===== src/hw/context_entry_pkg.sv =====
package context_entry_pkg;

    // Register byte offsets
    localparam logic [7:0] OFS_ENTRY0   = 8'h00;
    localparam logic [7:0] OFS_ENTRY1   = 8'h04;
    localparam logic [7:0] OFS_ENTRY2   = 8'h08;
    localparam logic [7:0] OFS_ENTRY3   = 8'h0c;
    localparam logic [7:0] OFS_ADDR_LO  = 8'h10;
    localparam logic [7:0] OFS_ADDR_HI  = 8'h14;
    localparam logic [7:0] OFS_CTRL     = 8'h18;
    localparam logic [7:0] OFS_CAP      = 8'h1c;
    localparam logic [7:0] OFS_RESULT   = 8'h20;
    localparam logic [7:0] OFS_DOMAIN   = 8'h24;
    localparam logic [7:0] OFS_BASE_LO  = 8'h28;
    localparam logic [7:0] OFS_BASE_HI  = 8'h2c;
    localparam logic [7:0] OFS_INT_STAT = 8'h30;
    localparam logic [7:0] OFS_INT_MASK = 8'h34;

    // Entry field positions
    localparam int PRESENT_BIT = 0;
    localparam int FRDIS_BIT   = 1;
    localparam int TT_LSB      = 2;
    localparam int PTR_LSB     = 12;
    localparam int PTR_MSB     = 63;
    localparam int WF_LSB      = 64;
    localparam int TAG_LSB     = 72;
    localparam int TAG_W       = 16;

    // Translation types and request kinds
    localparam logic [1:0] TT_WALK      = 2'h0;
    localparam logic [1:0] TT_WALK_DTLB = 2'h1;
    localparam logic [1:0] TT_PASS      = 2'h2;
    localparam logic [1:0] TT_RSVD      = 2'h3;
    localparam logic [1:0] KIND_UNTRANS = 2'h0;

    // Address width encodings and their meaning
    localparam logic [2:0] WENC_30 = 3'h0;
    localparam logic [2:0] WENC_39 = 3'h1;
    localparam logic [2:0] WENC_48 = 3'h2;
    localparam logic [2:0] WENC_57 = 3'h3;
    localparam logic [2:0] WENC_64 = 3'h4;
    localparam logic [6:0] WIDTH_30 = 7'h1e;
    localparam logic [6:0] WIDTH_39 = 7'h27;
    localparam logic [6:0] WIDTH_48 = 7'h30;
    localparam logic [6:0] WIDTH_57 = 7'h39;
    localparam logic [6:0] WIDTH_64 = 7'h40;
    localparam logic [2:0] LEVELS_2 = 3'h2;
    localparam logic [2:0] LEVELS_3 = 3'h3;
    localparam logic [2:0] LEVELS_4 = 3'h4;
    localparam logic [2:0] LEVELS_5 = 3'h5;
    localparam logic [2:0] LEVELS_6 = 3'h6;

    // Control, capability, result and interrupt fields
    localparam int CTRL_GO_BIT   = 0;
    localparam int CTRL_KIND_LSB = 1;
    localparam int CAP_WSET_LSB  = 0;
    localparam int CAP_HOSTW_LSB = 8;
    localparam int CAP_CACHE_BIT = 16;
    localparam int RES_BUSY      = 0;
    localparam int RES_VALID     = 1;
    localparam int RES_FAULT     = 2;
    localparam int RES_PASS      = 3;
    localparam int RES_TAG_WARN  = 4;
    localparam int RES_LEVELS    = 8;
    localparam int RES_WIDTH     = 12;
    localparam int RES_CAUSE     = 20;
    localparam int INT_DONE      = 0;
    localparam int INT_FAULT     = 1;

    // Reset values
    localparam logic [4:0] WSET_RST  = 5'h1f;
    localparam logic [6:0] HOSTW_RST = 7'h30;

    typedef enum logic [3:0] {
        CAUSE_NONE     = 4'h0,
        CAUSE_ABSENT   = 4'h1,
        CAUSE_RSVD_TT  = 4'h2,
        CAUSE_BLOCKED  = 4'h3,
        CAUSE_RSVD_WF  = 4'h4,
        CAUSE_UNSUP_WF = 4'h5,
        CAUSE_PTR_RSVD = 4'h6,
        CAUSE_RANGE    = 4'h7
    } fault_cause_e;

    typedef enum logic [0:0] {
        ST_IDLE = 1'b0,
        ST_EVAL = 1'b1
    } eval_state_e;

endpackage


===== src/hw/context_entry_decode.sv =====
// The APB register port and the register addresses are this design's own decisions.
`timescale 1ns/1ps
module context_entry_decode (
    input  wire logic        ref_clk_i,
    input  wire logic        rst_n_i,
    input  wire logic        ce_i,
    input  wire logic        psel_i,
    input  wire logic        penable_i,
    input  wire logic        pwrite_i,
    input  wire logic [7:0]  paddr_i,
    input  wire logic [31:0] pwdata_i,
    output logic [31:0]      prdata_o,
    output logic             pready_o,
    output logic             pslverr_o,
    output logic             irq_o,
    output logic             result_valid_o,
    output logic             fault_o,
    output logic             pass_through_o,
    output logic [2:0]       walk_levels_o,
    output logic [63:0]      walk_base_o,
    output logic [15:0]      domain_tag_o
);

    ////////////////////////////////////////////////////////////////////////////
    // State

    typedef struct packed {
        context_entry_pkg::eval_state_e  st;
        logic [127:0]                    entry;
        logic [63:0]                     addr;
        logic [1:0]                      kind;
        logic [4:0]                      wset;
        logic [6:0]                      hostw;
        logic                            cache_mode;
        logic                            valid;
        logic                            done;
        logic                            fault;
        logic                            pass;
        logic                            tag_warn;
        logic [2:0]                      levels;
        logic [6:0]                      width;
        context_entry_pkg::fault_cause_e cause;
        logic [15:0]                     dom;
        logic [63:0]                     base;
        logic [1:0]                      ists;
        logic [1:0]                      imask;
        logic                            rd_ok;
        logic [31:0]                     prdata;
        logic                            pslverr;
    } state_s;

    state_s state_r;
    state_s state_nxt;

    logic        present;
    logic        frdis;
    logic [1:0]  tt;
    logic [2:0]  wfield;
    logic [63:0] ptr;
    logic        wfield_ok;
    logic [6:0]  wf_width;
    logic [2:0]  wf_levels;
    logic        oor;
    logic        ptr_rsvd;
    logic [7:0]  wset_ext;
    logic        access_done;
    logic        wr_en;
    logic [31:0] rdata_c;
    logic        hit_c;
    logic [31:0] result_word;

    localparam int TAG_MSB = context_entry_pkg::TAG_W - 1;

    ////////////////////////////////////////////////////////////////////////////
    // Entry fields

    assign present   = state_r.entry[context_entry_pkg::PRESENT_BIT];
    assign frdis     = state_r.entry[context_entry_pkg::FRDIS_BIT];
    assign tt        = state_r.entry[context_entry_pkg::TT_LSB +: 2];
    assign wfield    = state_r.entry[context_entry_pkg::WF_LSB +: 3];
    // Bits 70:67 are sliced only for the APB read-back, so they cannot reach any decision
    assign ptr       = {state_r.entry[context_entry_pkg::PTR_MSB:
                                      context_entry_pkg::PTR_LSB], 12'h000};
    assign wset_ext  = {3'h0, state_r.wset};

    width_check u_width_check (
        .wfield_i       (wfield),
        .addr_i         (state_r.addr),
        .ptr_i          (ptr),
        .hostw_i        (state_r.hostw),
        .wfield_ok_o    (wfield_ok),
        .width_o        (wf_width),
        .levels_o       (wf_levels),
        .out_of_range_o (oor),
        .ptr_rsvd_o     (ptr_rsvd)
    );

    ////////////////////////////////////////////////////////////////////////////
    // APB read mux

    assign access_done = psel_i & penable_i & pready_o;
    assign wr_en       = access_done & pwrite_i & ~state_r.pslverr;

    always_comb begin
        result_word = 32'h0000_0000;
        result_word[context_entry_pkg::RES_BUSY]     = (state_r.st == context_entry_pkg::ST_EVAL);
        result_word[context_entry_pkg::RES_VALID]    = state_r.valid;
        result_word[context_entry_pkg::RES_FAULT]    = state_r.fault;
        result_word[context_entry_pkg::RES_PASS]     = state_r.pass;
        result_word[context_entry_pkg::RES_TAG_WARN] = state_r.tag_warn;
        result_word[context_entry_pkg::RES_LEVELS +: 3] = state_r.levels;
        result_word[context_entry_pkg::RES_WIDTH +: 7]  = state_r.width;
        result_word[context_entry_pkg::RES_CAUSE +: 4]  = state_r.cause;
    end

    always_comb begin
        rdata_c = 32'h0000_0000;
        hit_c   = 1'b1;
        if (paddr_i == context_entry_pkg::OFS_ENTRY0) begin
            rdata_c = state_r.entry[31:0];
        end else if (paddr_i == context_entry_pkg::OFS_ENTRY1) begin
            rdata_c = state_r.entry[63:32];
        end else if (paddr_i == context_entry_pkg::OFS_ENTRY2) begin
            rdata_c = state_r.entry[95:64];
        end else if (paddr_i == context_entry_pkg::OFS_ENTRY3) begin
            rdata_c = state_r.entry[127:96];
        end else if (paddr_i == context_entry_pkg::OFS_ADDR_LO) begin
            rdata_c = state_r.addr[31:0];
        end else if (paddr_i == context_entry_pkg::OFS_ADDR_HI) begin
            rdata_c = state_r.addr[63:32];
        end else if (paddr_i == context_entry_pkg::OFS_CTRL) begin
            rdata_c[context_entry_pkg::CTRL_KIND_LSB +: 2] = state_r.kind;
        end else if (paddr_i == context_entry_pkg::OFS_CAP) begin
            rdata_c[context_entry_pkg::CAP_WSET_LSB +: 5]  = state_r.wset;
            rdata_c[context_entry_pkg::CAP_HOSTW_LSB +: 7] = state_r.hostw;
            rdata_c[context_entry_pkg::CAP_CACHE_BIT]      = state_r.cache_mode;
        end else if (paddr_i == context_entry_pkg::OFS_RESULT) begin
            rdata_c = result_word;
        end else if (paddr_i == context_entry_pkg::OFS_DOMAIN) begin
            rdata_c[TAG_MSB:0] = state_r.dom;
        end else if (paddr_i == context_entry_pkg::OFS_BASE_LO) begin
            rdata_c = state_r.base[31:0];
        end else if (paddr_i == context_entry_pkg::OFS_BASE_HI) begin
            rdata_c = state_r.base[63:32];
        end else if (paddr_i == context_entry_pkg::OFS_INT_STAT) begin
            rdata_c[1:0] = state_r.ists;
        end else if (paddr_i == context_entry_pkg::OFS_INT_MASK) begin
            rdata_c[1:0] = state_r.imask;
        end else begin
            hit_c = 1'b0;
        end
    end

    ////////////////////////////////////////////////////////////////////////////
    // Next state

    always_comb begin
        logic [1:0]                      ev;
        logic [1:0]                      clr;
        context_entry_pkg::fault_cause_e cause;
        ev        = 2'h0;
        clr       = 2'h0;
        cause     = context_entry_pkg::CAUSE_NONE;
        state_nxt = state_r;
        state_nxt.done = 1'b0;

        // Read data is caught one cycle before pready, so prdata is a flop
        if (psel_i && !state_r.rd_ok) begin
            state_nxt.rd_ok   = 1'b1;
            state_nxt.prdata  = rdata_c;
            state_nxt.pslverr = ~hit_c;
        end
        if (access_done) begin
            state_nxt.rd_ok = 1'b0;
        end

        if (wr_en) begin
            if (paddr_i == context_entry_pkg::OFS_ENTRY0) begin
                state_nxt.entry[31:0] = pwdata_i;
            end else if (paddr_i == context_entry_pkg::OFS_ENTRY1) begin
                state_nxt.entry[63:32] = pwdata_i;
            end else if (paddr_i == context_entry_pkg::OFS_ENTRY2) begin
                state_nxt.entry[95:64] = pwdata_i;
            end else if (paddr_i == context_entry_pkg::OFS_ENTRY3) begin
                state_nxt.entry[127:96] = pwdata_i;
            end else if (paddr_i == context_entry_pkg::OFS_ADDR_LO) begin
                state_nxt.addr[31:0] = pwdata_i;
            end else if (paddr_i == context_entry_pkg::OFS_ADDR_HI) begin
                state_nxt.addr[63:32] = pwdata_i;
            end else if (paddr_i == context_entry_pkg::OFS_CTRL) begin
                // A start while busy is dropped; the one in flight finishes
                if (pwdata_i[context_entry_pkg::CTRL_GO_BIT] &&
                    state_r.st == context_entry_pkg::ST_IDLE) begin
                    state_nxt.kind = pwdata_i[context_entry_pkg::CTRL_KIND_LSB +: 2];
                    state_nxt.st   = context_entry_pkg::ST_EVAL;
                end
            end else if (paddr_i == context_entry_pkg::OFS_CAP) begin
                state_nxt.wset       = pwdata_i[context_entry_pkg::CAP_WSET_LSB +: 5];
                state_nxt.hostw      = pwdata_i[context_entry_pkg::CAP_HOSTW_LSB +: 7];
                state_nxt.cache_mode = pwdata_i[context_entry_pkg::CAP_CACHE_BIT];
            end else if (paddr_i == context_entry_pkg::OFS_INT_STAT) begin
                clr = pwdata_i[1:0];
            end else if (paddr_i == context_entry_pkg::OFS_INT_MASK) begin
                state_nxt.imask = pwdata_i[1:0];
            end
        end

        case (state_r.st)
            context_entry_pkg::ST_IDLE: begin
            end
            context_entry_pkg::ST_EVAL: begin
                if (!present) begin
                    cause = context_entry_pkg::CAUSE_ABSENT;
                end else if (tt == context_entry_pkg::TT_RSVD) begin
                    cause = context_entry_pkg::CAUSE_RSVD_TT;
                end else if (tt == context_entry_pkg::TT_PASS) begin
                    if (state_r.kind != context_entry_pkg::KIND_UNTRANS) begin
                        cause = context_entry_pkg::CAUSE_BLOCKED;
                    end
                end else if (tt == context_entry_pkg::TT_WALK &&
                             state_r.kind != context_entry_pkg::KIND_UNTRANS) begin
                    cause = context_entry_pkg::CAUSE_BLOCKED;
                end else if (!wfield_ok) begin
                    cause = context_entry_pkg::CAUSE_RSVD_WF;
                end else if (!wset_ext[wfield]) begin
                    cause = context_entry_pkg::CAUSE_UNSUP_WF;
                end else if (ptr_rsvd) begin
                    cause = context_entry_pkg::CAUSE_PTR_RSVD;
                end else if (state_r.kind == context_entry_pkg::KIND_UNTRANS && oor) begin
                    cause = context_entry_pkg::CAUSE_RANGE;
                end

                state_nxt.cause  = cause;
                state_nxt.fault  = (cause != context_entry_pkg::CAUSE_NONE);
                state_nxt.pass   = 1'b0;
                state_nxt.levels = 3'h0;
                state_nxt.width  = 7'h00;
                state_nxt.base   = 64'h0;
                state_nxt.dom    = 16'h0000;
                state_nxt.tag_warn = 1'b0;
                if (present) begin
                    state_nxt.dom = state_r.entry[context_entry_pkg::TAG_LSB +:
                                                  context_entry_pkg::TAG_W];
                    // Flags a software slip; hardware still decodes the entry
                    state_nxt.tag_warn = state_r.cache_mode && (state_nxt.dom == 16'h0000);
                end
                if (cause == context_entry_pkg::CAUSE_NONE) begin
                    if (tt == context_entry_pkg::TT_PASS) begin
                        state_nxt.pass = 1'b1;
                    end else begin
                        state_nxt.levels = wf_levels;
                        state_nxt.width  = wf_width;
                        state_nxt.base   = ptr;
                    end
                end
                state_nxt.valid = 1'b1;
                state_nxt.done  = 1'b1;
                state_nxt.st    = context_entry_pkg::ST_IDLE;
                ev[context_entry_pkg::INT_DONE] = 1'b1;
                // Report disable only silences the fault event, even when absent
                ev[context_entry_pkg::INT_FAULT] = state_nxt.fault & ~frdis;
            end
            default: begin
                state_nxt.st = context_entry_pkg::ST_IDLE;
            end
        endcase

        // Set wins over a clear in the same cycle
        state_nxt.ists = (state_r.ists & ~clr) | ev;
    end

    always_ff @(posedge ref_clk_i or negedge rst_n_i) begin
        if (!rst_n_i) begin
            state_r       <= '0;
            state_r.wset  <= context_entry_pkg::WSET_RST;
            state_r.hostw <= context_entry_pkg::HOSTW_RST;
        end else if (ce_i) begin
            state_r <= state_nxt;
        end
    end

    ////////////////////////////////////////////////////////////////////////////
    // Outputs

    assign prdata_o       = state_r.prdata;
    assign pslverr_o      = state_r.pslverr;
    assign pready_o       = psel_i & penable_i & state_r.rd_ok & ce_i;
    assign irq_o          = |(state_r.ists & state_r.imask);
    assign result_valid_o = state_r.done;
    assign fault_o        = state_r.fault;
    assign pass_through_o = state_r.pass;
    assign walk_levels_o  = state_r.levels;
    assign walk_base_o    = state_r.base;
    assign domain_tag_o   = state_r.dom;

    logic eval_now;
    assign eval_now = ce_i && state_r.st == context_entry_pkg::ST_EVAL;
endmodule


===== src/hw/width_check.sv =====
`timescale 1ns/1ps
module width_check (
    input  wire logic [2:0]  wfield_i,
    input  wire logic [63:0] addr_i,
    input  wire logic [63:0] ptr_i,
    input  wire logic [6:0]  hostw_i,
    output logic             wfield_ok_o,
    output logic [6:0]       width_o,
    output logic [2:0]       levels_o,
    output logic             out_of_range_o,
    output logic             ptr_rsvd_o
);
    logic [63:0] oor_bits;
    logic [63:0] ptr_bits;

    always_comb begin
        wfield_ok_o = 1'b1;
        width_o     = context_entry_pkg::WIDTH_30;
        levels_o    = context_entry_pkg::LEVELS_2;
        case (wfield_i)
            context_entry_pkg::WENC_30: begin
                width_o  = context_entry_pkg::WIDTH_30;
                levels_o = context_entry_pkg::LEVELS_2;
            end
            context_entry_pkg::WENC_39: begin
                width_o  = context_entry_pkg::WIDTH_39;
                levels_o = context_entry_pkg::LEVELS_3;
            end
            context_entry_pkg::WENC_48: begin
                width_o  = context_entry_pkg::WIDTH_48;
                levels_o = context_entry_pkg::LEVELS_4;
            end
            context_entry_pkg::WENC_57: begin
                width_o  = context_entry_pkg::WIDTH_57;
                levels_o = context_entry_pkg::LEVELS_5;
            end
            context_entry_pkg::WENC_64: begin
                width_o  = context_entry_pkg::WIDTH_64;
                levels_o = context_entry_pkg::LEVELS_6;
            end
            default: begin
                wfield_ok_o = 1'b0;
            end
        endcase
    end

    // Any set bit at or above the limit flags the whole word
    for (genvar i = 0; i < 64; i++) begin : g_bit
        assign oor_bits[i] = addr_i[i] & (7'(i) >= width_o);
        assign ptr_bits[i] = ptr_i[i] & (7'(i) >= hostw_i);
    end

    assign out_of_range_o = |oor_bits;
    assign ptr_rsvd_o     = |ptr_bits;
endmodule

===== config.mk =====
export PLATFORM = sky130hd
export DESIGN_NAME = context_entry_decode
export DESIGN_NICKNAME = d
export VERILOG_FILES = /design/src/hw/context_entry_pkg.sv /design/src/hw/context_entry_decode.sv /design/src/hw/width_check.sv
export SDC_FILE = /design/constraint.sdc
export NUM_CORES = 1
export LEC_CHECK = 0
export BUFFER_PORTS_ARGS = -buffer_cell sky130_fd_sc_hd__buf_4
export CORE_ASPECT_RATIO = 1.75
export CORE_MARGIN = 2
export CORE_UTILIZATION = 39
export DETAILED_ROUTE_END_ITERATION = 12
export RECOVER_POWER = 25
export SKIP_LAST_GASP = 1
export SLEW_MARGIN = 20
export SYNTH_ARGS = -nofsm -noshare
export SYNTH_HDL_FRONTEND = slang
export SYNTH_SLANG_ARGS = --single-unit

===== constraint.sdc =====
create_clock -name ref_clk_i -period 2.1 [get_ports ref_clk_i]
set_clock_uncertainty 0.1 [all_clocks]
set_input_delay 0.315 -clock ref_clk_i [delete_from_list [all_inputs] [get_ports ref_clk_i]]
set_output_delay 0.315 -clock ref_clk_i [all_outputs]
set_load 0.05 [all_outputs]

== Word level (Yosys, flattened, before mapping) ==
Index checks and enable logic that the tools add are counted.

* Multiplexer cells: 101
* Divide/modulo/power cells: 0
* Bitwise operators: 140
* Shift-type cells: 0
* Reduce and logical (&&, ||, !) cells: 35
* $mul: 0
* Eq/ne operators: 25
* Add/sub/neg operators: 0
* $lt $le $gt $ge: 117

{| class="wikitable"
|+ Operator list
! cell !! number
|-
| $mux 32 || 15
|-
| $ge 6x7->1 const A || 64
|-
| $mux 79 || 4
|-
| $ge 5x7->1 const A || 32
|-
| $mux 208 || 1
|-
| $mux 64 || 2
|-
| $and 1x1->1 || 123
|-
| $mux 98 || 1
|-
| $mux 97 || 1
|-
| $ge 4x7->1 const A || 12
|-
| $mux 65 || 1
|-
| $reduce_or 64->1 || 1
|-
| $reduce_or 52->1 || 1
|-
| $eq 8x6->1 const B || 6
|-
| $mux 16 || 3
|-
| $mux 15 || 3
|-
| $mux 2 || 18
|-
| $mux 34 || 1
|-
| $mux 33 || 1
|-
| $eq 8x5->1 const B || 4
|-
| $mux 30 || 1
|-
| $reduce_and 10->1 || 3
|-
| $mux 1 || 29
|-
| $mux 29 || 1
|-
| 43 further kinds || 90
|}

* Word-level logic and storage cells: 444
* Latch bits: 0
* Bits in writable memories: 0
* Flip-flop bits (word level): 345
* Memories: 0
* ROM bits: 0

== Depth between registers and ports, before layout ==
Gate-level depths: netlist (run 1).

* Depth in word-level cells: 19
* Mapped depth: 11
* Depth with buffers taken out: 7

== By module ==
Synthesis (run 1) repeated with hierarchy kept, for this count alone.

* Cells, all modules: 1608
* Area, all modules: 17352.9 sq um

{| class="wikitable"
|+ Modules (own cells, without submodules)
! module !! seq. area each (sq um) !! times used !! area each (sq um) !! cells each
|-
| context_entry_decode || 8316.7 || 1 || 16151.7 || 1421
|-
| width_check || 0.0 || 1 || 1201.2 || 187
|}

== Worst setup path after synthesis (run 1) ==
OpenSTA, ideal clock, no wires.

* Kind: register -> register
* Start point: register state_r[33] in the netlist's numbering
* End point: register state_r[194] in the netlist's numbering
* Data required time: 1.875 ns
* Stages on the path, launching flop included: 9
* Path slack: -0.424 ns
* Arrival: 2.299 ns
* Cells stage by stage: dfrtp_1 -> and4_1 -> nand3b_1 -> nand2b_1 -> nor2_1 -> and3_1 -> buf_2 -> buf_4 -> mux2_2

* Longest elaborated chain between the ends: 6

{| class="wikitable"
|+ Ends and longest elaborated chain
! item !! line !! RTL
|-
| from (decl) || context_entry_decode.sv:52 || <nowiki>state_s state_r;</nowiki>
|-
| from (signal assigned) || context_entry_decode.sv:278 || <nowiki>state_r <= state_nxt;</nowiki>
|-
| $and 1x1->1 (2 in series) || context_entry_decode.sv:287 || <nowiki>assign pready_o = psel_i & penable_i & state_r.rd_ok & ce_i;</nowiki>
|-
| named net pready_o || context_entry_decode.sv:13 || <nowiki>output logic pready_o,</nowiki>
|-
| $and 1x1->1 || context_entry_decode.sv:101 || <nowiki>assign access_done = psel_i & penable_i & pready_o;</nowiki>
|-
| $and 1x1->1 (2 in series) || context_entry_decode.sv:102 || <nowiki>assign wr_en = access_done & pwrite_i & ~state_r.pslverr;</nowiki>
|-
| $reduce_and 8->1 (no source line) || n/a ||
|}

The timed path passes the listed nets, and every way through them passes these cells.
A chain may end at the register's enable or synchronous reset.

== Worst setup path in the final report (run 1) ==
* Start point: register state_r[143] in the netlist's numbering
* End point: register state_r (netlist bit result_word[15])

* Longest elaborated chain between the ends: 13

{| class="wikitable"
|+ Ends and longest elaborated chain
! item !! line !! RTL
|-
| $ge 4x7->1, or another cell as far along || width_check.sv:50 || <nowiki>assign ptr_bits[i] = ptr_i[i] & (7'(i) >= hostw_i);</nowiki>
|-
| $and 1x1->1 || width_check.sv:50 ||
|-
| $reduce_or 52->1 (*) || width_check.sv:54 || <nowiki>assign ptr_rsvd_o = |ptr_bits;</nowiki>
|-
| $mux 3 (*) || context_entry_decode.sv:227 || <nowiki>end else if (ptr_rsvd) begin</nowiki>
|-
| $mux 3 (*) || context_entry_decode.sv:225 || <nowiki>end else if (!wset_ext[wfield]) begin</nowiki>
|-
| $mux 3 (*) || context_entry_decode.sv:223 || <nowiki>end else if (!wfield_ok) begin</nowiki>
|-
| $mux 3 (*) || context_entry_decode.sv:220 || <nowiki>end else if (tt == context_entry_pkg::TT_WALK &&</nowiki>
|-
| $mux 4 (*) || context_entry_decode.sv:216 || <nowiki>end else if (tt == context_entry_pkg::TT_PASS) begin</nowiki>
|-
| $mux 4 (*) || context_entry_decode.sv:214 || <nowiki>end else if (tt == context_entry_pkg::TT_RSVD) begin</nowiki>
|-
| $mux 4 (*) || context_entry_decode.sv:212 || <nowiki>if (!present) begin</nowiki>
|-
| $mux 4 (*) || context_entry_decode.sv:208 || <nowiki>case (state_r.st)</nowiki>
|-
| $logic_not 4->1 (*) || context_entry_decode.sv:247 || <nowiki>if (cause == context_entry_pkg::CAUSE_NONE) begin</nowiki>
|-
| $mux 10 (*) || context_entry_decode.sv:247 ||
|}

Every way passes the cells marked *; elsewhere a longest branch is shown, timed or not. The select of a mux whose other input is x is not followed.

==> run summary, run 1 <==
Worst Setup End Kind: flop
Non-Filler Instances: 2292
Root buffer cell: clkbuf_16
Final min period: 2670 ps
Clock Sinks: 330
Routed wire per std cell: 28.0 um
Final period utilization: 127%
Antenna violations before repair: 0
Final setup fails: 97
Setup_tns: -34660 ps
Post-synthesis compound-gate area fraction: 17.4%
Reg power frac: 43.8%
Sw frac: 27.5%
Yosys top cell by area: dfrtp_1
Synth warnings: 0
Crit path kind: flop to flop
Die Ht: 274 um
RSZ-0062 raised after global routing: yes
Routed WL: 64.1 mm
Synth Area in Simple Gates: 8.07%
P_sw: 0.00421 W
Max Slew Vio Count: 53
Clk Latency, worst-skew pair: 590 ps
Detail Placement HPWL: 46.5 mm
H-tree depth: 1
Post-route ant nets: 0
Critical path fanouts, max: 15
Leak: 10.2 nW
Post-synth top cells: dfrtp_1, mux2_2, buf_4, nand2_1, nor2_1
Sequential area share after synthesis: 50.9%
Final hold violations: 0
Gr ovfl total: 0
Crit path launch type: flop
Most frequent cell after synthesis: dfrtp_1
Die X-Extent: 158 um
Post-synthesis cell area: 0.0163 mm^2
Nets@finish: 1759
First-pass GRT wire length: 93.2 mm
Initial drt markers: 1067
Via count: 13600
Relative slew margins: -17.5%
I/O pins: 167
Unique masters post-synth: 80
Area delta synth->final: 32.1%
Ys flop type: dfrtp_1
Worst slew pin tran: 1760 ps
Fill count: 3676
Outcome: complete, but fails checks
Cell area after layout: 0.0215 mm^2
Cells after DPL: 2177
Port Buf Inserts: 154
Core area: 0.0414 mm^2
Starting Density: 39.3%
CP arrival: 3090 ps
Synth Area in XOR/XNOR: 0.0539%
Number of cell rows: 99
Portion of netlist area occupied by mux cells: 14.7%
Placer Congestion: 0.941
Asr flop ratio synth: 100%
Internal: 0.0111 W
Vias in the first global route: 14000
Layout cell share with drive strength beyond 1: 44.4%
Drt pass-1 iters: 7
Die area: 0.0434 mm^2
Clk pwr share: 42.2%
Final Util: 51.9%
Synth area leaders: dfrtp_1, mux2_2, buf_4
Cell area power density: 712 mW/mm^2
Post-synth EDFFs: 0
Main combinational cell family by area after synthesis: compound AO/OA/AOI/OAI gates
Diode count: 0
Clock transition at the registers of the reported paths: 80 ps
Placed Area: 0.0194 mm^2
Drt drc: 0
Cell count after synthesis: 1414
FMAX: 374 MHz
Worst Hold Class: input pin to flop
Crit path setup slack, layout: -572 ps
Synth top area share: 49.7%
CP required: 2520 ps
Deepest clock path buffer count: 3
Logic pwr share: 13.9%
Total GRT Usage: 29.5%
Yosys reg bits: 330
CTS tree: done
Pin count of the biggest net entering global routing: 103
Failing checks: max-capacitance violations, max-slew violations, negative setup slack
Peak VDD IR: 608 uV
Routed vias/inst: 5.91
Max Cap Viol: 1
CTS buffer count: 31
Synth Area in Adders: 0%
Synthesized area per cell: 11.5 um^2
stage by stage:
stage	hold slack (ps)	total power [W]	setup WS (ps)
CTS	6.53	0.0153	-506
floorplan	-80.6	0.00824	-137
detailed placement	191	0.00875	-666
global placement	197	0.00874	-635
global route	12.0	0.0157	-651
finish	25.8	0.0153	-572
power by group through the flow:
stage	combinational, W	sequential, W	clock (W)
6_report	0.00213	0.00670	0.00646
5_1_grt	0.00223	0.00672	0.00678
4_1_cts	0.00210	0.00670	0.00652
3_5_place_dp	0.00193	0.00682	0
3_3_place_gp	0.00192	0.00682	0
2_1_floorplan	0.00147	0.00677	0
kinds of logic (layout without fill, tap and decap cells):
kind of cell,Yosys count,in the layout
AOI/OAI and AO/OA,376,376
xor gates and xnor gates,1,1
buffers and inverters,224,536
DFF,330,330
muxes,212,212
other,1,12
and+or+nand+nor,270,270
state kept, by name, indices dropped and copies added (netlist names), 3 cells and up:
name	flops
walk_levels_o	3
state_r	158
walk_base_o	52
result_word	11
prdata_o	32
ptr	52
domain_tag_o	16
placed cells by master (no fill, tap or decap), drive strengths merged, types with 8 or more instances in the layout:
cell,n
a22oi,59
bufinv,8
mux2,209
a31oi,23
buf,431
nand4,8
a211oi,12
dlygate4sd3,33
a222oi,16
a21oi,51
nand3,15
nor2b,9
dfrtp,323
nor4,11
conb,12
nor3,11
a32o,59
o21ai,54
inv,9
a41oi,9
o221ai,23
a22o,13
nor2,88
clkbuf,45
nand2,93
area by class of cell:
| cell class | instances | area (um^2) | share of cell area [%] |
|---|---|---|---|
| repair buffers | 472 | 4280 | 19.9 |
| clock buffers | 37 | 828 | 3.86 |
| well taps | 555 | 694 | 3.23 |
| flip-flops and latches | 330 | 8270 | 38.5 |
| inverters | 7 | 26.3 | 0.122 |
| multi-input cells | 871 | 7040 | 32.8 |
| clock inverters | 20 | 325 | 1.52 |
worst paths after layout:
| check | depth (start not counted) | to | from | slack, ps |
|---|---|---|---|---|
| setup / recovery | 10 | result_word[15] | state_r[143] | -570 |
| hold / removal | 2 | ptr[32] | pwdata_i[0] | 30 |
| setup reg to reg | 10 | result_word[15] | state_r[143] | -570 |
| hold reg to reg | 2 | prdata_o[14] | prdata_o[14] | 380 |
| max in group asynchronous | 2 | state_r[139] | rst_n_i | 90 |
| min in group asynchronous | 2 | state_r[172] | rst_n_i | 620 |
worst max-delay path, cell delays in order (launching register included):
cell       delay [ps]
dfstp_2           660
buf_4             170
o21ai_4            60
nand2_2            90
o22ai_2           110
a2111oi_2         380
and4_1            290
and3_4            240
buf_4             150
buf_16            160
a32o_1            170
metal layers:
metal | GRT usage (%) | vias up | wire length (um)
li1 | - | 5811 | -
met1 | 33.5 | 6986 | 23000
met2 | 53.2 | 577 | 33800
met3 | 2.40 | 183 | 2750
met4 | 18.2 | 0 | 4600
met5 | 0 | - | 0
timing repair:
item / in CTS / in global routing
setup endpoints to repair: 101 / 96
hold buffers: 33 / 0
buffers inserted: 16 / 8
resized for setup: 48 / 37
hold endpoints to repair: 269 / 0
pin swaps: 11 / 28
cloned: 3 / 3
Note: power is estimated with default switching activity, not from simulation.
==> run 2: changes to the inputs <==
--- a/config.mk
+++ b/config.mk
@@ -6,7 +6,7 @@
 export NUM_CORES = 1
 export LEC_CHECK = 0
 export BUFFER_PORTS_ARGS = -buffer_cell sky130_fd_sc_hd__buf_4
-export CORE_ASPECT_RATIO = 1.75
+export CORE_ASPECT_RATIO = 0.8
 export CORE_MARGIN = 2
 export CORE_UTILIZATION = 39
 export DETAILED_ROUTE_END_ITERATION = 12
@@ -15,4 +15,5 @@
 export SLEW_MARGIN = 20
 export SYNTH_ARGS = -nofsm -noshare
 export SYNTH_HDL_FRONTEND = slang
+export SYNTH_HIERARCHICAL = 1
 export SYNTH_SLANG_ARGS = --single-unit
==> run 2 against run 1 <==
Against the previous run:
- the flow finishes with violations (negative setup slack)
- non-clock buffer count grew 106
- synthesized cell count grew 14%
- total power grew 1.1%
==> run summary, run 2 <==
Outcome: complete, but fails checks
Failing checks: negative setup slack
First-pass GRT wire length: 107 mm
FMAX: 260 MHz
Root buffer cell: clkbuf_16
CP required: 2470 ps
Via count: 15700
Vias in the first global route: 15300
Total Power: 0.0154 W
H-tree depth: 2
Logic pwr share: 12.6%
Relative slew margins: 26.9%
Biggest register: state_r
Routed vias/inst: 5.90
Pin count of the biggest net entering global routing: 70
Max Cap Viol: 0
Most frequent cell after synthesis: dfrtp_1
Yosys top cell by area: dfrtp_1
Commonest non-fill, non-tap cells in the layout: buf_4, dfrtp_1, mux2_2
Layout cell share with drive strength beyond 1: 45.6%
Post-route ant nets: 0
Commonest non-fill, non-tap cell in the layout: buf_4
Fill count: 3986
Cell count after synthesis: 1608
Internal: 0.0112 W
Worst Setup End Kind: flop
Storage cell area: 0.00832 mm^2
Post-synth EDFFs: 0
Worst slew pin tran: 1100 ps
Asr flop ratio synth: 100%
Crit path launch type: flop
Routed wire per std cell: 27.9 um
Reg power frac: 43.3%
CTS tree: done
R2r setup slk: -1750 ps
Nets@finish: 2078
Diode count: 0
Max Slew Vio Count: 0
Area delta synth->final: 34.4%
I/O pins: 167
Number of cell rows: 69
Antenna violations before repair: 1
Sw frac: 27.6%
Gr ovfl total: 0
Placer Congestion: 0.960
CP arrival: 4220 ps
Clock Sinks: 332
Total GRT Usage: 32.0%
Synth top area share: 46.9%
Deepest clock path buffer count: 3
Drt pass-1 iters: 5
Sequential area share after synthesis: 47.9%
Crit path setup slack, layout: -1750 ps
Core area: 0.0442 mm^2
Final hold violations: 0
RSZ-0062 raised after global routing: yes
Die area: 0.0462 mm^2
Post-synthesis cell area: 0.0174 mm^2
Cell area after layout: 0.0233 mm^2
Initial drt markers: 1683
Final setup fails: 68
Die Ht: 193 um
Leak: 11.2 nW
Worst Hold Class: input pin to flop
Largest register FFs: 158
P_sw: 0.00427 W
Synthesized area per cell: 10.8 um^2
Peak VDD IR: 650 uV
Die X-Extent: 240 um
CTS buffer count: 39
Final min period: 3850 ps
Synth area leaders: dfrtp_1, mux2_2, buf_4
Yosys reg bits: 332
Crit path kind: flop to flop
Placed Area: 0.0213 mm^2
Clk Latency, worst-skew pair: 550 ps
Synth warnings: 6
Port Buf Inserts: 154
Clk pwr share: 44.1%
Cell area power density: 662 mW/mm^2
Multi-input gate area: 0.00801 mm^2
Clock transition at the registers of the reported paths: 60 ps
Routed WL: 74.1 mm
Ys flop type: dfrtp_1
Post-synth top cells: dfrtp_1, mux2_2, buf_4, nand2_1, o21ai_0
Detail Placement HPWL: 55.3 mm
Unique masters post-synth: 93
Final Util: 52.8%
Drt drc: 0
Critical path fanouts, max: 8
Final period utilization: 183%
Starting Density: 39.3%
[run 2: cell count changes after synthesis, sizes merged, moves of 15 or more]
cell	delta
a222oi	-15
nor2	-18
nand3	+25
a32o	-58
o21ai	+54
inv	+17
a21oi	+33
nand2	+26
o22ai	+26
a22oi	-38
mux2i	+27
a22o	+53
[run 2: power by group through the flow]
stage | logic, W | registers (W) | clock network (W)
after floorplan | 0.00119 | 0.00676 | 0
after CTS | 0.00194 | 0.00669 | 0.00686
final | 0.00194 | 0.00669 | 0.00682
after global routing | 0.00205 | 0.00671 | 0.00712
after global placement | 0.00187 | 0.00680 | 0
after detailed placement | 0.00189 | 0.00680 | 0
[run 2: cell families (layout without fill, tap and decap cells)]
logic type,count (synthesis),after routing,share of synthesized area [%]
buf+inv,246,669,8.62
fa+ha+maj,1,1,0.0649
compound gates,447,447,17.9
xor+xnor,1,1,0.0505
simple gates,343,343,10.2
mux,237,237,15.2
flops,332,332,47.9
other cells,1,28,0.0216
[run 2: layout make-up]
type / instances / share of cell area [%]
tap: 603 / 3.23
clock inverter: 9 / 0.327
clock buffer: 58 / 5.06
sequential: 332 / 35.7
multi-input combinational: 1057 / 34.3
timing repair buffer: 578 / 21.0
inverter: 24 / 0.386
[run 2: worst max-delay path: stages, from the launching register on]
cell	delay [ps]
dfrtp_1	380
or4_4	550
o41ai_4	270
o2111ai_2	170
or4_4	530
a2111oi_4	220
o21ai_2	160
a21oi_4	150
nand2_1	70
o21a_1	220
nor4_4	350
buf_6	170
buf_6	130
clkbuf_16	170
a22o_2	130
[run 2: per-stage QoR]
stage	worst slack [ps]	instances	TNS, ps	hold slack, ps
2_1_floorplan	-1350	1635	-88670	-80.6
3_3_place_gp	-1890	2553	-161260	127
3_5_place_dp	-1850	2553	-163600	127
4_1_cts	-1700	2658	-109760	6.35
5_1_grt	-1790	2661	-115270	14.5
6_report	-1750	2661	-111500	5.04
[run 2: per-layer routing]
metal | GRT usage [%] | routed length, um | vias up
met5 | 0 | 12 | -
met4 | 8.72 | 2040 | 2
met3 | 7.70 | 7680 | 125
met2 | 46.3 | 31000 | 839
met1 | 47.4 | 33400 | 8045
li1 | - | - | 6694
[run 2: worst paths after layout]
check	start	end	depth (start not counted)
worst max-delay path	ptr[31]	result_word[14]	14
worst min-delay path	ce_i	result_word[0]	3
worst max register to register	ptr[31]	result_word[14]	14
worst min register to register	prdata_o[13]	prdata_o[13]	2
max in group asynchronous	rst_n_i	state_r[212]	3
min in group asynchronous	rst_n_i	state_r[333]	2
[run 2: timing repair]
action | in CTS | in global routing
setup buffers | 9 | 4
pin swaps | 3 | 6
hold buffers | 30 | 0
cloned | 2 | 1
gates resized for setup | 26 | 34
endpoints found under the hold margin | 441 | 0
endpoints found under the setup margin | 68 | 73
==> run 3: changes to the inputs <==
--- a/config.mk
+++ b/config.mk
@@ -5,8 +5,10 @@
 export SDC_FILE = /design/constraint.sdc
 export NUM_CORES = 1
 export LEC_CHECK = 0
+export ABC_AREA = 0
 export BUFFER_PORTS_ARGS = -buffer_cell sky130_fd_sc_hd__buf_4
-export CORE_ASPECT_RATIO = 0.8
+export CAP_MARGIN = 10
+export CORE_ASPECT_RATIO = 0.9
 export CORE_MARGIN = 2
 export CORE_UTILIZATION = 39
 export DETAILED_ROUTE_END_ITERATION = 12
==> run 3 against run 2 <==
Against the previous run:
- the flow finishes with violations (max-capacitance violations, max-slew violations, negative setup slack)
- sequential power about the same
- critical path depth shrank 1
- sequential share of layout area fell by 0.22 points
- largest power group unchanged
- die area barely moved
- routed wire length grew 0.75%
- total power grew 0.39%
- final area grew 0.62%
==> run summary, run 3 (synthesized netlist as in run 2, its figures left out) <==
Clock Sinks: 332
Post-route ant nets: 0
Final setup fails: 93
Gr ovfl total: 0
Drt drc: 0
Clock transition at the registers of the reported paths: 60 ps
Diode count: 0
Worst reg-to-reg path cell count: 13
Via count: 15600
Routed WL: 74.7 mm
Hold endpoint: state_r[34]
Die Ht: 204 um
Vias in the first global route: 15200
Non-Filler Instances: 2658
FMAX: 263 MHz
Routed vias/inst: 5.88
Relative slew margins: -4.04%
H-tree depth: 2
Core area: 0.0440 mm^2
Worst Hold Class: input pin to flop
Clk pwr share: 44.3%
Failing checks: max-capacitance violations, max-slew violations, negative setup slack
Reg power frac: 43.2%
Final period utilization: 181%
CTS buffer count: 38
Crit path setup slack, layout: -1700 ps
Routed wire per std cell: 28.1 um
Critical path fanouts, max: 7
Outcome: complete, but fails checks
Total Power: 0.0155 W
Worst slew pin tran: 1560 ps
Hold depth: 2
Worst Setup End Kind: flop
Antenna violations before repair: 2
Die X-Extent: 226 um
Cells after DPL: 2529
Deepest clock path buffer count: 3
CP arrival: 4210 ps
I/O pins: 167
Final hold violations: 0
R2r setup slk: -1700 ps
Peak VDD IR: 511 uV
Crit path kind: flop to flop
Cell area power density: 661 mW/mm^2
Max Cap Viol: 1
Reg2reg start: ptr[54]
Pin count of the biggest net entering global routing: 60
Total GRT Usage: 32.0%
Initial drt markers: 1637
Nets@finish: 2078
First-pass GRT wire length: 106 mm
Starting Density: 39.4%
Root buffer cell: clkbuf_16
Commonest non-fill, non-tap cells in the layout: buf_4, dfrtp_1, mux2_2
WHS: 30.7 ps
Die area: 0.0462 mm^2
Final Util: 53.3%
Area delta synth->final: 35.3%
Max Slew Vio Count: 46
Largest register FFs: 158
Internal: 0.0112 W
Final min period: 3800 ps
P_sw: 0.00427 W
Layout cell share with drive strength beyond 1: 45.0%
Hold_sp: pwdata_i[0]
Detail Placement HPWL: 54.6 mm
Leak: 11.3 nW
CP required: 2510 ps
Clk Latency, worst-skew pair: 570 ps
Placer Congestion: 0.972
Biggest register: state_r
Drt pass-1 iters: 5
Port Buf Inserts: 154
CTS tree: done
Sw frac: 27.5%
RSZ-0062 raised after global routing: yes
Worst r2r dst: walk_base_o[29]
Setup_tns: -111580 ps
Number of cell rows: 73
Logic pwr share: 12.5%
Commonest non-fill, non-tap cell in the layout: buf_4
Crit path launch type: flop
## run 3: changes by cell type in the layout (fill, tap and decap cells not counted), moves of 3 or more
cell and change:
o21ai_1 +3, a22o_4 +4, nor3_1 +3, a22o_2 -4, dlygate4sd3_1 +4, clkbuf_1 -4
mux2_4 +18, o21ai_0 -3, buf_4 -10, buf_6 +3, nor3_2 -3, mux2_2 -18
## run 3: layout make-up
cell class                      count  area [um^2]
Fill cell                        3950        20600
Sequential cell                   332         8320
Multi-Input combinational cell   1057         8060
Timing Repair Buffer              579         4990
Clock buffer                       51         1100
Tap cell                          600          751
Clock inverter                     15          164
Inverter                           24         90.1
## run 3: power by group through the flow
stage	registers, W	clock network [W]	logic, W
finish	0.00670	0.00686	0.00194
global route	0.00671	0.00719	0.00205
CTS	0.00670	0.00694	0.00193
detailed placement	0.00681	0	0.00186
global placement	0.00681	0	0.00186
floorplan	0.00676	0	0.00119
## run 3: metrics by stage
stage / area (um^2) / setup WS, ps
after CTS: 23100 / -1620
final: 23500 / -1700
after global placement: 21200 / -1820
after global routing: 23500 / -1840
after detailed placement: 21200 / -1850
after floorplan: 17500 / -1350
## run 3: what timing repair did
item,in CTS,in global routing
hold endpoints to repair,295,0
resized for setup,31,50
hold buffers,35,0
cloned,2,6
endpoints found under the setup margin,69,100
pin swaps,3,19
buffers inserted,10,15
## run 3: routing by layer
metal	share of wire (%)	global-route usage, %
met3	10	8.48
met5	0.016	0
met4	4.5	13.7
met1	43	45.3
met2	42	45.8
## run 3: critical path, cell delays in order, from the launching register on
cell,delay [ps]
dfrtp_1,380
or4_4,550
o41ai_4,300
o2111ai_1,150
or4_4,550
a2111oi_4,280
o21ai_4,150
a21oi_2,160
buf_4,140
o41ai_4,70
nor4_4,290
buf_6,250
buf_6,210
a22o_2,150
## run 3: worst max path at each step
stage / from / endpoint / slack (ps)
after CTS: ptr[31] / walk_levels_o[2] / -1620
after floorplan: ptr[42] / walk_base_o[17] / -1350
after global placement: state_r[141] / walk_base_o[28] / -1820
after global routing: ptr[54] / walk_levels_o[2] / -1840
after detailed placement: state_r[141] / walk_base_o[53] / -1850
final: ptr[54] / walk_base_o[29] / -1700
